**src/common/cio_pkg.sv**
```systemverilog
// Purpose: shared constants and types for the cyclic input assembly framer
// Assumes: byte-wide payload stream, one connection at a time
// Notes: instance numbers select the payload layout
package cio_pkg;
  // input assembly instance numbers
  localparam logic [7:0] INST_BASIC_RPM = 8'h46; // 70
  localparam logic [7:0] INST_EXT_RPM = 8'h47; // 71
  localparam logic [7:0] INST_BASIC_HZ = 8'h6E; // 110
  localparam logic [7:0] INST_EXT_HZ = 8'h6F; // 111
  localparam logic [7:0] INST_PARAM1 = 8'h8D; // 141
  localparam logic [7:0] INST_PARAM2 = 8'h8E; // 142
  // payload lengths in bytes
  localparam logic [3:0] LEN_SPEED = 4'h4;
  localparam logic [3:0] LEN_PARAM1 = 4'h2;
  localparam logic [3:0] LEN_PARAM2 = 4'h4;
  // byte 0 flag positions
  localparam int BIT_FAULT = 0;
  localparam int BIT_WARN = 1;
  localparam int BIT_FWD = 2;
  localparam int BIT_REV = 3;
  localparam int BIT_READY = 4;
  localparam int BIT_CTRL_NET = 5;
  localparam int BIT_REF_NET = 6;
  localparam int BIT_AT_REF = 7;
  // default production period in cycles
  localparam int PERIOD_CYC_DEF = 1000;

  // drive status carried into the framer
  typedef struct packed {
    logic fault;
    logic warning;
    logic forward_running_flag;
    logic reverse_running;
    logic ready;
    logic ctrl_from_net;
    logic ref_from_net;
    logic at_reference;
    logic [7:0] drive_state;
    logic [15:0] speed_rpm;
    logic [15:0] speed_hz;
    logic [15:0] param1;
    logic [15:0] param2;
  } cio_status_s;

  typedef enum logic [1:0] {CONN_IDLE, CONN_OPEN} cio_conn_e;
  typedef enum logic [1:0] {TX_WAIT, TX_SEND} cio_tx_e;
endpackage

```
**src/rtl/cio_framer.sv**
```systemverilog
// Purpose: builds cyclic input assembly payloads sent target to originator
// Assumes: open request and instance come from the network stack
// Notes: status is snapshotted at the start of each frame
//
// What this block does
// - drive acts as target, only answering open requests
// - input data produced at a preset period, not on request
// - exchange uses a class 1 connection
// - target to originator frames flagged multicast
// - cyclic trigger, one connection, connection tags refused
// - scheduled priority; configuration data refused at open
// - drive status sent periodically as input instance data
// - instance 70: speed in rpm, bytes 2 low and 3 high
// - instance 110: speed in hz, bytes 2 low and 3 high
`timescale 1ns/1ps
module cio_framer #(
  parameter int PERIOD_CYC = cio_pkg::PERIOD_CYC_DEF
) (
  // clock and reset
  input wire logic CORE_CLK_I,
  input wire logic RESET_N_I,
  // connection requests from originator
  input wire logic OPEN_REQ_I,
  input wire logic CLOSE_REQ_I,
  input wire logic [7:0] OPEN_INST_I,
  input wire logic OPEN_CLASS1_I,
  input wire logic OPEN_HAS_CFG_I,
  input wire logic OPEN_HAS_TAG_I,
  output logic OPEN_ACK_O,
  output logic OPEN_NAK_O,
  output logic CONN_ACTIVE_O,
  // drive status
  input wire cio_pkg::cio_status_s STATUS_I,
  // payload byte stream
  output logic TX_VALID_O,
  input wire logic TX_READY_I,
  output logic [7:0] TX_DATA_O,
  output logic TX_FIRST_O,
  output logic TX_LAST_O,
  output logic TX_MCAST_O,
  output logic TX_SCHED_O
);
  // refuse a period too short for the timer to wrap
  if (PERIOD_CYC < 2) begin : g_bad_period
    $error("PERIOD_CYC must be at least 2");
  end

  cio_pkg::cio_conn_e conn_q;
  cio_pkg::cio_tx_e tx_q;
  logic [7:0] inst_q;
  logic [31:0] per_q;
  logic [3:0] idx_q;
  logic [3:0] len_q;
  cio_pkg::cio_status_s snap_q;
  logic ack_q, nak_q;
  logic inst_ok, open_ok, tick, beat;

  function automatic logic [3:0] inst_len(input logic [7:0] inst);
    case (inst)
      cio_pkg::INST_PARAM1: inst_len = cio_pkg::LEN_PARAM1;
      cio_pkg::INST_PARAM2: inst_len = cio_pkg::LEN_PARAM2;
      default: inst_len = cio_pkg::LEN_SPEED;
    endcase
  endfunction

  // legal instance check
  assign inst_ok = (OPEN_INST_I == cio_pkg::INST_BASIC_RPM) ||
    (OPEN_INST_I == cio_pkg::INST_EXT_RPM) || (OPEN_INST_I == cio_pkg::INST_BASIC_HZ) ||
    (OPEN_INST_I == cio_pkg::INST_EXT_HZ) || (OPEN_INST_I == cio_pkg::INST_PARAM1) ||
    (OPEN_INST_I == cio_pkg::INST_PARAM2);
  // accept only class 1, no config, no tag, while idle
  assign open_ok = inst_ok && OPEN_CLASS1_I && !OPEN_HAS_CFG_I && !OPEN_HAS_TAG_I &&
    (conn_q == cio_pkg::CONN_IDLE);

  // connection state, opened only on request
  always_ff @(posedge CORE_CLK_I) begin
    if (!RESET_N_I) begin
      conn_q <= cio_pkg::CONN_IDLE;
      inst_q <= 8'h00;
    end else begin
      case (conn_q)
        cio_pkg::CONN_IDLE: begin
          if (OPEN_REQ_I && open_ok) begin
            conn_q <= cio_pkg::CONN_OPEN;
            inst_q <= OPEN_INST_I;
          end
        end
        cio_pkg::CONN_OPEN: begin
          if (CLOSE_REQ_I) begin
            conn_q <= cio_pkg::CONN_IDLE;
          end
        end
        default: conn_q <= cio_pkg::CONN_IDLE;
      endcase
    end
  end

  // open answers, one-cycle pulses
  always_ff @(posedge CORE_CLK_I) begin
    if (!RESET_N_I) begin
      ack_q <= 1'b0;
      nak_q <= 1'b0;
    end else begin
      ack_q <= OPEN_REQ_I && open_ok;
      nak_q <= OPEN_REQ_I && !open_ok; // a second connection is refused
    end
  end

  // production period timer
  assign tick = (conn_q == cio_pkg::CONN_OPEN) && (per_q == 32'(PERIOD_CYC - 1));
  always_ff @(posedge CORE_CLK_I) begin
    if (!RESET_N_I || conn_q != cio_pkg::CONN_OPEN) begin
      per_q <= 32'h0000_0000;
    end else if (tick) begin
      per_q <= 32'h0000_0000;
    end else begin
      per_q <= per_q + 32'h0000_0001;
    end
  end

  // frame sequencer with snapshot
  assign beat = TX_VALID_O && TX_READY_I;
  always_ff @(posedge CORE_CLK_I) begin
    if (!RESET_N_I) begin
      tx_q <= cio_pkg::TX_WAIT;
      idx_q <= 4'h0;
      len_q <= 4'h0;
      snap_q <= '0;
    end else begin
      case (tx_q)
        cio_pkg::TX_WAIT: begin
          if (tick) begin
            tx_q <= cio_pkg::TX_SEND;
            idx_q <= 4'h0;
            len_q <= inst_len(inst_q);
            snap_q <= STATUS_I;
          end
        end
        cio_pkg::TX_SEND: begin
          if (conn_q != cio_pkg::CONN_OPEN) begin
            tx_q <= cio_pkg::TX_WAIT;
          end else if (beat) begin
            if (idx_q == len_q - 4'h1) begin
              tx_q <= cio_pkg::TX_WAIT;
            end
            idx_q <= idx_q + 4'h1;
          end
        end
        default: tx_q <= cio_pkg::TX_WAIT;
      endcase
    end
  end

  // byte selection per assembly layout
  logic [7:0] flags_basic, flags_ext, byte_d;
  // byte 0 flags placed by the shared bit positions
  always_comb begin
    flags_basic = 8'h00;
    flags_basic[cio_pkg::BIT_FAULT] = snap_q.fault;
    flags_basic[cio_pkg::BIT_FWD] = snap_q.forward_running_flag;
    flags_ext = flags_basic;
    flags_ext[cio_pkg::BIT_WARN] = snap_q.warning;
    flags_ext[cio_pkg::BIT_REV] = snap_q.reverse_running;
    flags_ext[cio_pkg::BIT_READY] = snap_q.ready;
    flags_ext[cio_pkg::BIT_CTRL_NET] = snap_q.ctrl_from_net;
    flags_ext[cio_pkg::BIT_REF_NET] = snap_q.ref_from_net;
    flags_ext[cio_pkg::BIT_AT_REF] = snap_q.at_reference;
  end
  always_comb begin
    logic ext, hz;
    logic [15:0] spd;
    ext = (inst_q == cio_pkg::INST_EXT_RPM) || (inst_q == cio_pkg::INST_EXT_HZ);
    hz = (inst_q == cio_pkg::INST_BASIC_HZ) || (inst_q == cio_pkg::INST_EXT_HZ);
    spd = hz ? snap_q.speed_hz : snap_q.speed_rpm;
    byte_d = 8'h00;
    if (inst_q == cio_pkg::INST_PARAM1 || inst_q == cio_pkg::INST_PARAM2) begin
      case (idx_q)
        4'h0: byte_d = snap_q.param1[7:0];
        4'h1: byte_d = snap_q.param1[15:8];
        4'h2: byte_d = snap_q.param2[7:0];
        4'h3: byte_d = snap_q.param2[15:8];
        default: byte_d = 8'h00;
      endcase
    end else begin
      case (idx_q)
        4'h0: byte_d = ext ? flags_ext : flags_basic;
        4'h1: byte_d = ext ? snap_q.drive_state : 8'h00;
        4'h2: byte_d = spd[7:0];
        4'h3: byte_d = spd[15:8];
        default: byte_d = 8'h00;
      endcase
    end
  end

  // registered data output
  always_ff @(posedge CORE_CLK_I) begin
    if (!RESET_N_I) begin
      TX_DATA_O <= 8'h00;
    end else begin
      TX_DATA_O <= byte_d;
    end
  end

  logic sending_q;
  // frame in progress, dropped once the last byte is taken
  always_ff @(posedge CORE_CLK_I) begin
    if (!RESET_N_I) begin
      sending_q <= 1'b0;
    end else begin
      sending_q <= (tx_q == cio_pkg::TX_SEND) && (conn_q == cio_pkg::CONN_OPEN) &&
        !(beat && idx_q == len_q - 4'h1);
    end
  end

  // stream handshake; valid waits out the register stage so data and valid arrive together
  logic [3:0] oidx_q;
  always_ff @(posedge CORE_CLK_I) begin
    if (!RESET_N_I) begin
      oidx_q <= 4'h0;
    end else begin
      oidx_q <= idx_q;
    end
  end
  assign TX_VALID_O = sending_q && (oidx_q == idx_q) && (conn_q == cio_pkg::CONN_OPEN);
  assign TX_FIRST_O = TX_VALID_O && (idx_q == 4'h0);
  assign TX_LAST_O = TX_VALID_O && (idx_q == len_q - 4'h1);
  assign TX_MCAST_O = TX_VALID_O;
  assign TX_SCHED_O = TX_VALID_O;
  assign OPEN_ACK_O = ack_q;
  assign OPEN_NAK_O = nak_q;
  assign CONN_ACTIVE_O = (conn_q == cio_pkg::CONN_OPEN);
endmodule // cio_framer

```
**config.mk**
```make
export PLATFORM = sky130hd
export DESIGN_NAME = cio_framer
export DESIGN_NICKNAME = d
export VERILOG_FILES = /design/src/common/cio_pkg.sv /design/src/rtl/cio_framer.sv
export SDC_FILE = /design/constraint.sdc
export NUM_CORES = 1
export LEC_CHECK = 0
export BUFFER_PORTS_ARGS = -buffer_cell sky130_fd_sc_hd__buf_2
export CAP_MARGIN = 40
export CORE_MARGIN = 5
export CORE_UTILIZATION = 51
export CTS_CLUSTER_DIAMETER = 120
export CTS_CLUSTER_SIZE = 20
export DETAILED_ROUTE_END_ITERATION = 10
export GPL_TIMING_DRIVEN = 0
export PLACE_DENSITY = 0.81
export SLEW_MARGIN = 0
export SYNTH_ARGS = -nofsm -noshare
export SYNTH_HDL_FRONTEND = slang
export SYNTH_SLANG_ARGS = --single-unit
```
**constraint.sdc**
```tcl
create_clock -name CORE_CLK_I -period 2 [get_ports CORE_CLK_I]
set_clock_uncertainty 0.1 [all_clocks]
set_input_delay 0.2 -clock CORE_CLK_I [delete_from_list [all_inputs] [get_ports CORE_CLK_I]]
set_output_delay 0.2 -clock CORE_CLK_I [all_outputs]
set_load 0.05 [all_outputs]
```
==> implementation parameters, run 1 <==
Parameter                              Value

Power and ir drop
  IR Drop Worst-Case VDD ... 0.0006144 V
  Power per unit of standard cell area ... 629.7 mW/mm²
  Total power draw ... 6.434 mW
  Static Leakage ... approximately 3.8 nW

Critical path
  Crit path max-delay family ... simple AND/OR/NAND/NOR gates
  Start-to-end type of the worst setup path ... reg2out
  Reg2reg start ... inst_q[4]$_SDFFE_PN0P_
  Maximum fanout along the worst path ... 2
  Type of element launching the critical path ... register
  Sequence of cells on the critical path ... inv_2, ha_4, xor2_1, nand4_1, nor3_4, buf_6
  Arrival @ worst endpoint ... 1970 ps
  Required time worst endpoint ... roughly 1700 ps
  Kind of end point of the critical path ... output pin
  Setup slack, reg-to-reg ... -220 ps
  Worst flop-to-flop path endpoint ... len_q[2]$_SDFFE_PN0P_
  Largest stage delay, worst path ... ~340 ps
  Master of the slowest instance on the critical path ... dfxtp_1
  Count of buffering cells on the critical path with inverters included ... 2
  Worst reg-to-reg path cell count ... 4

Routing
  Post-route antenna net violation count ... 0
  First-pass iteration count of the detailed router ... 9
  Detail-routed net length per standard cell ... 20.75 µm
  Ratio of routed vias to standard cells ... 6.124
  Final routed DRC violation total ... 0
  Final routed wirelength across all metal layers ... 25830 µm
  Vias after detailed routing ... 7624
  Number of DRC violations after detailed-routing iteration 0 ... 1165

Outcome
  Outcome ... complete, but fails checks
  Violations in the final reports ... setup timing

Place
  Dpl cells ... 1089
  Post-Place Cell Area ... 0.007656 mm²
  Weighted congestion reported at the end of routability-driven placement ... 0.9805
  Post-detail-place hpwl ... approximately 13000 µm
  Port-buffer cells ... ~110

Floorplan
  Die Footprint ... about 0.016 mm²
  Placeable core area ... ~0.013 mm²
  Initial cell density of the core ... 51.79%
  Die span in y ... around 130 µm
  FP Rows ... 42
  # IOs ... 112
  Die width ... between 100 and 150 µm

Synthesis
  Primary FF master, synth ... dfxtp_1
  Mapped Avg Cell Area ... 8.539 µm²
  Count of mapped cells out of synthesis ... 800
  Seq/Total Area, Yosys ... 41.90%
  Proportion of register bits with asynchronous set or reset after synthesis ... 0%
  Total standard cell area after synthesis ... 0.006832 mm²
  Number of warning messages in the yosys log ... 0
  Most area-consuming cells after synthesis ... dfxtp_1 42%, mux2i_1 13%, nand2_1 11%, clkbuf_1 2.7%, nand4_1 2.6%
  Number of storage elements in the synthesis netlist ... between 100 and 150
  Net count after synthesis ... 902
  Distinct cell type count after synthesis ... 50
  Dominant cell type by area after synthesis ... dfxtp_1
  Count of flip-flops with a built-in enable after synthesis ... 0
  Post-synth top area share ... 41.90%

STA
  Max Fclk ... around 440 MHz
  RSZ-0062 raised after global routing ... yes
  Total of endpoints with negative setup slack in the final report ... 80
  Tcrit/Tclk final ... 113.7%
  Slew Limit Fails ... 0
  Final Hold Viols ... 0
  Final WS setup ... -273.2 ps
  Actual transition at the worst max-transition pin ... 704.2 ps
  Minimum clock period after layout ... ~2300 ps
  Slew Limit Headroom ... 53.05%

Global routing
  Combined global-route utilization of all metal layers ... 29.80%
  Number of global-route vias before repair ... 7384
  Antenna violations before repair ... 0
  Largest net degree at the start of global routing ... 17
  Wire length of the first global-routing pass ... 38090 µm
  Total grt overflow ... 0

Cells and area
  Layout net count ... 1158
  Post-route cell area ... just over 0.01 mm²
  Growth of design area from synthesis to finish ... 49.58%
  Count of placed standard cells in the final layout, fillers left out ... 1245
  Fraction of layout instances using a drive strength above 1 ... roughly 28%
  Most used cells in the layout excluding fill and tap cells ... 192 x nand2_1, 126 x dfxtp_1, 109 x buf_2
  Number of fill cells in the layout ... about 730
  Most common library cell in the layout ignoring fill and taps ... nand2_1

Worst hold path
  Endpoint of the worst hold-timing path ... sending_q$_SDFF_PN0_
  Beginning of the worst hold path ... TX_READY_I
  Hold path cells ... 4
  Kind of path behind the tightest hold check ... in2reg

CTS
  Clk pin slew, worst setup/hold paths ... ~60 ps
  Buffer depth of the longest clock path ... 2
  Source-to-sink clock delay at the later pin of the worst-skew pair ... between 400 and 500 ps
  Clock tree from TritonCTS ... yes
  TritonCTS Buffers ... 17
  Count of clock tree sinks ... 143
  CTS H-tree depth ... 4
  Root buffer selected by CTS ... clkbuf_16

Flow run
  MaxCap Viol Count ... 0
-- synth_stat cells (3+ instances only) --
master,instances
xnor2_1,10
a22oi_1,4
nand3_1,28
xor2_1,12
nand2_1,192
or3_1,12
nand4_1,28
dfxtp_1,143
ha_1,6
o211ai_1,6
nor4_1,10
nor4bb_1,5
a22o_1,12
a31oi_1,6
nor3b_1,3
mux2i_1,87
and3_1,7
buf_4,7
nor4b_1,4
o21ai_0,26
a21oi_1,27
a221oi_1,6
inv_1,11
o31ai_1,13
clkbuf_1,50
and2_1,7
nor3_1,5
and4_1,11
or4_1,10
buf_2,5
nor2_1,20
o311a_1,6
-- worst max path at each step --
| stage | endpoint | from | slack [ps] | cells past startpoint |
|---|---|---|---|---|
| 5_1_grt | TX_LAST_O | len_q[1]$_SDFFE_PN0P_ | -310 | 6 |
| 6_report | TX_LAST_O | len_q[2]$_SDFFE_PN0P_ | -270 | 6 |
| 2_1_floorplan | TX_FIRST_O | idx_q[2]$_SDFFE_PN0P_ | -80 | 5 |
| 3_3_place_gp | TX_DATA_O[3]$_SDFF_PN0_ | inst_q[4]$_SDFFE_PN0P_ | -530 | 5 |
| 3_5_place_dp | TX_DATA_O[0]$_SDFF_PN0_ | idx_q[1]$_SDFFE_PN0P_ | -470 | 7 |
| 4_1_cts | len_q[2]$_SDFFE_PN0P_ | inst_q[5]$_SDFFE_PN0P_ | -170 | 4 |
-- state kept, by name, indices dropped and copies added, names as in the netlist --
| register | flops |
|---|---|
| per_q | 32 |
| len_q | 2 |
| tx_q | 1 |
| idx_q | 4 |
| sending_q | 1 |
| oidx_q | 4 |
| snap_q | 72 |
| conn_q | 1 |
| flags_basic | 2 |
| OPEN_ACK_O | 1 |
| OPEN_NAK_O | 1 |
| inst_q | 8 |
| flags_ext | 6 |
| TX_DATA_O | 8 |
-- repair_timing --
action,CTS,global route
cloned,8,1
pin swaps,16,27
setup endpoints to repair,140,141
endpoints found under the hold margin,88,0
buffers inserted,28,18
hold buffers,88,0
gates resized for setup,113,97
-- metal layers --
metal	vias to the layer above	wire [µm]	GRT usage, %
met4	0	1460	14.07
li1	3381	-	-
met3	165	2553	7.536
met2	582	12310	50.19
met1	3496	9509	35.72
met5	-	0	0
-- stage by stage --
stage	setup slack, ps	util [%]	TNS, ps	hold WS [ps]
after floorplan	-76.89	-	-151.7	216.1
after global placement	-529.5	57.93	-38380	325.5
after detailed placement	-470.5	58.04	-46780	334.4
after CTS	-168.5	75.11	-4165	3.312
after global routing	-305.8	77.45	-12070	43.59
final	-273.2	77.47	-4987	26.25
-- worst reg2reg max path, cell delays in order, from the launching register on --
cell and delay (ps):
dfxtp_2 320, or4b_4 560, or4b_4 510, or4_4 440
and3_1 180
-- cells by family (layout without fill, tap and decap cells) --
family | count (synthesis) | after routing | synth area share, %
AO/OA/AOI/OAI | 119 | 119 | 11.92
XOR/XNOR | 22 | 22 | 2.820
adder cells (fa/ha/maj) | 6 | 6 | 1.099
buffers and inverters | 73 | 341 | 4.487
flip-flops | 143 | 143 | 41.90
multiplexers | 87 | 87 | 12.75
other | 0 | 1 | 0
AND/OR/NAND/NOR | 350 | 350 | 25.02
-- power breakdown --
group / internal, mW / switching, mW / total [mW]
Clock: 1.92 / 1.25 / 3.17
Sequential: 2.84 / 0.000572 / 2.84
Combinational: 0.220 / 0.202 / 0.422
-- layout make-up --
class	count	area [µm²]	area share (%)
multi-input cells	584	4030	39.44
flip-flops and latches	143	2899	28.37
repair buffers	248	2009	19.66
clock buffers	21	470.5	4.604
plain buffers	51	429.2	4.200
well taps	176	220.2	2.155
clock inverters	10	112.6	1.102
inverters	11	45.04	0.4408
diodes	1	2.502	0.02449
Power figures use the tool's default switching activity.
==> run 2: changes to the inputs <==
CTS_BUF_LIST = sky130_fd_sc_hd__clkbuf_4 sky130_fd_sc_hd__clkbuf_8 sky130_fd_sc_hd__clkbuf_16   (was unset)
==> implementation parameters, run 2 (synthesis gave the netlist of run 1 again) <==
Parameter                              Value

Outcome
  Outcome ... complete, but fails checks
  Violations in the final reports ... setup timing

Power and ir drop
  Cell Int Power ... 4.993 mW
  Combinational cell fraction of total power ... 6.6%
  Static Leakage ... 3.786 nW
  Power per unit of standard cell area ... 634.4 mW/mm²
  IR Drop Worst-Case VDD ... approximately 0.00064 V
  Part of the power in registers ... between 40% and 50%
  Clock network fraction of design power ... 49.3%
  Switching power of the nets ... 1.452 mW
  Switching power as a share of total power ... 22.53%

Global routing
  Number of global-route vias before repair ... 7396
  Largest net degree at the start of global routing ... 17
  GR met2 Demand/Resource ... 49.91%
  Routing usage on met1 ... 35.80%
  Combined global-route utilization of all metal layers ... between 20% and 30%
  Total grt overflow ... 0
  Wire length of the first global-routing pass ... 38080 µm
  Antenna violations before repair ... 0
  Met3 capacity usage during global routing ... 7.451%
  Layer with the highest usage ... met2

CTS
  Root buffer selected by CTS ... clkbuf_16
  TritonCTS Buffers ... 17
  Buffer depth of the longest clock path ... 2
  CTS H-tree depth ... 4
  Count of clock tree sinks ... 143
  Clock tree from TritonCTS ... yes
  Source-to-sink clock delay at the later pin of the worst-skew pair ... 430 ps
  Clk pin slew, worst setup/hold paths ... about 60 ps

Cells and area
  Register name with the most flops ... snap_q
  Max FFs per register ... 72
  Number of fill cells in the layout ... around 740
  Fraction of layout instances using a drive strength above 1 ... 27.23%
  Leading registers by flop count ... snap_q x72, per_q x32
  Layout net count ... 1155
  Count of placed standard cells in the final layout, fillers left out ... 1242
  Growth of design area from synthesis to finish ... 48.70%
  Most used cells in the layout excluding fill and tap cells ... 192 x nand2_1, 126 x dfxtp_1, 108 x buf_2
  Most common library cell in the layout ignoring fill and taps ... nand2_1

Routing
  Ratio of routed vias to standard cells ... between 6 and 7
  Number of DRC violations after detailed-routing iteration 0 ... 1004
  Detail-routed net length per standard cell ... between 20 and 25 µm
  Vias after detailed routing ... 7678
  Final routed DRC violation total ... 0
  Post-route antenna net violation count ... 0
  Final routed wirelength across all metal layers ... 25910 µm
  First-pass iteration count of the detailed router ... 7

Floorplan
  # IOs ... 112
  Placeable core area ... 0.01319 mm²
  FP Rows ... 42
  Die width ... 125.7 µm
  Initial cell density of the core ... 51.79%
  Die Footprint ... 0.01581 mm²
  Die span in y ... 125.7 µm

Critical path
  Sequence of cells on the critical path ... or4b_4, or4b_4, or4_4, and3_1
  Maximum fanout along the worst path ... 4
  Crit path max-delay family ... simple AND/OR/NAND/NOR gates
  Arrival @ worst endpoint ... 2430 ps
  Required time worst endpoint ... around 2200 ps
  Kind of end point of the critical path ... register
  Most frequent cell on the critical path ... or4b_4
  Master of the slowest instance on the critical path ... or4b_4
  Type of element launching the critical path ... register
  Count of buffering cells on the critical path with inverters included ... 0
  Largest stage delay, worst path ... around 510 ps
  Start-to-end type of the worst setup path ... reg2reg

STA
  Actual transition at the worst max-transition pin ... 650.1 ps
  Max Fclk ... 453.1 MHz
  Hold slack final ... around 50 ps
  Minimum clock period after layout ... 2207 ps
  Final WS setup ... -207.1 ps
  Slew Limit Headroom ... 56.66%
  RSZ-0062 raised after global routing ... yes
  Total of endpoints with negative setup slack in the final report ... 83
  Slew Limit Fails ... 0
  TNS Setup ... -8645 ps
  Tcrit/Tclk final ... 110.4%
  Final Hold Viols ... 0

Place
  Weighted congestion reported at the end of routability-driven placement ... 0.9805
  Dpl cells ... 1089
  Post-detail-place hpwl ... approximately 13000 µm
  Port-buffer cells ... 111

Flow run
  MaxCap Viol Count ... 0

Worst hold path
  Kind of path behind the tightest hold check ... in2reg
run 2: worst paths after layout:
check                                       startpoint  slack, ps  cells after the start                      to
worst max-delay path            inst_q[7]$_SDFFE_PN0P_       -210                      4   len_q[2]$_SDFFE_PN0P_
worst min-delay path                        TX_READY_I         50                      4    sending_q$_SDFF_PN0_
worst max register to register  inst_q[7]$_SDFFE_PN0P_       -210                      4   len_q[2]$_SDFFE_PN0P_
worst min register to register  snap_q[3]$_SDFFE_PN0P_        370                      2  snap_q[3]$_SDFFE_PN0P_
run 2: worst register-to-register path, cell delays in order, from the launching register on:
cell and delay [ps]:
dfxtp_1 370, or4b_4 500, or4b_4 510, or4_4 440, and3_1 180
run 2: routing by layer:
| metal | up-vias | part of all wire (%) |
|---|---|---|
| li1 | 3382 | - |
| met1 | 3558 | 37 |
| met2 | 572 | 48 |
| met3 | 166 | 10 |
| met4 | 0 | 5.5 |
| met5 | - | 0 |
run 2: final cells by class:
class                      instances  area (µm²)  share of cell area, %
antenna                            1       2.502                0.02463
buffer                            52       437.9                  4.311
clock buffer                      21       474.2                  4.668
clock inverter                    10       112.6                  1.109
inverter                          11       45.04                 0.4434
multi-input combinational        584        4009                  39.46
sequential                       143        2899                  28.54
tap                              176       220.2                  2.168
timing repair buffer             244        1958                  19.28
run 2: what timing repair did:
action	CTS	global route
gates resized for setup	113	95
endpoints found under the hold margin	88	0
pin swaps	16	27
hold buffers	88	0
setup endpoints to repair	140	141
setup buffers	28	15
cloned	8	1
run 2: per-stage QoR:
| step | area [µm²] | worst slack (ps) | utilization [%] | power, mW |
|---|---|---|---|---|
| after floorplan | 6865 | -76.89 | - | 3.024 |
| after global placement | 7641 | -529.5 | 57.93 | 3.163 |
| after detailed placement | 7656 | -470.5 | 58.04 | 3.165 |
| after CTS | 9911 | -168.5 | 75.14 | 6.384 |
| after global routing | 10160 | -278.7 | 77.00 | 6.597 |
| final | 10160 | -207.1 | 77.02 | 6.445 |
run 2: power by group through the flow:
stage | registers (mW) | clock network (mW) | logic (mW)
floorplan | 2.92 | 0 | 0.107
global placement | 2.91 | 0 | 0.250
detailed placement | 2.91 | 0 | 0.252
CTS | 2.85 | 3.15 | 0.386
global route | 2.84 | 3.30 | 0.452
finish | 2.84 | 3.18 | 0.423
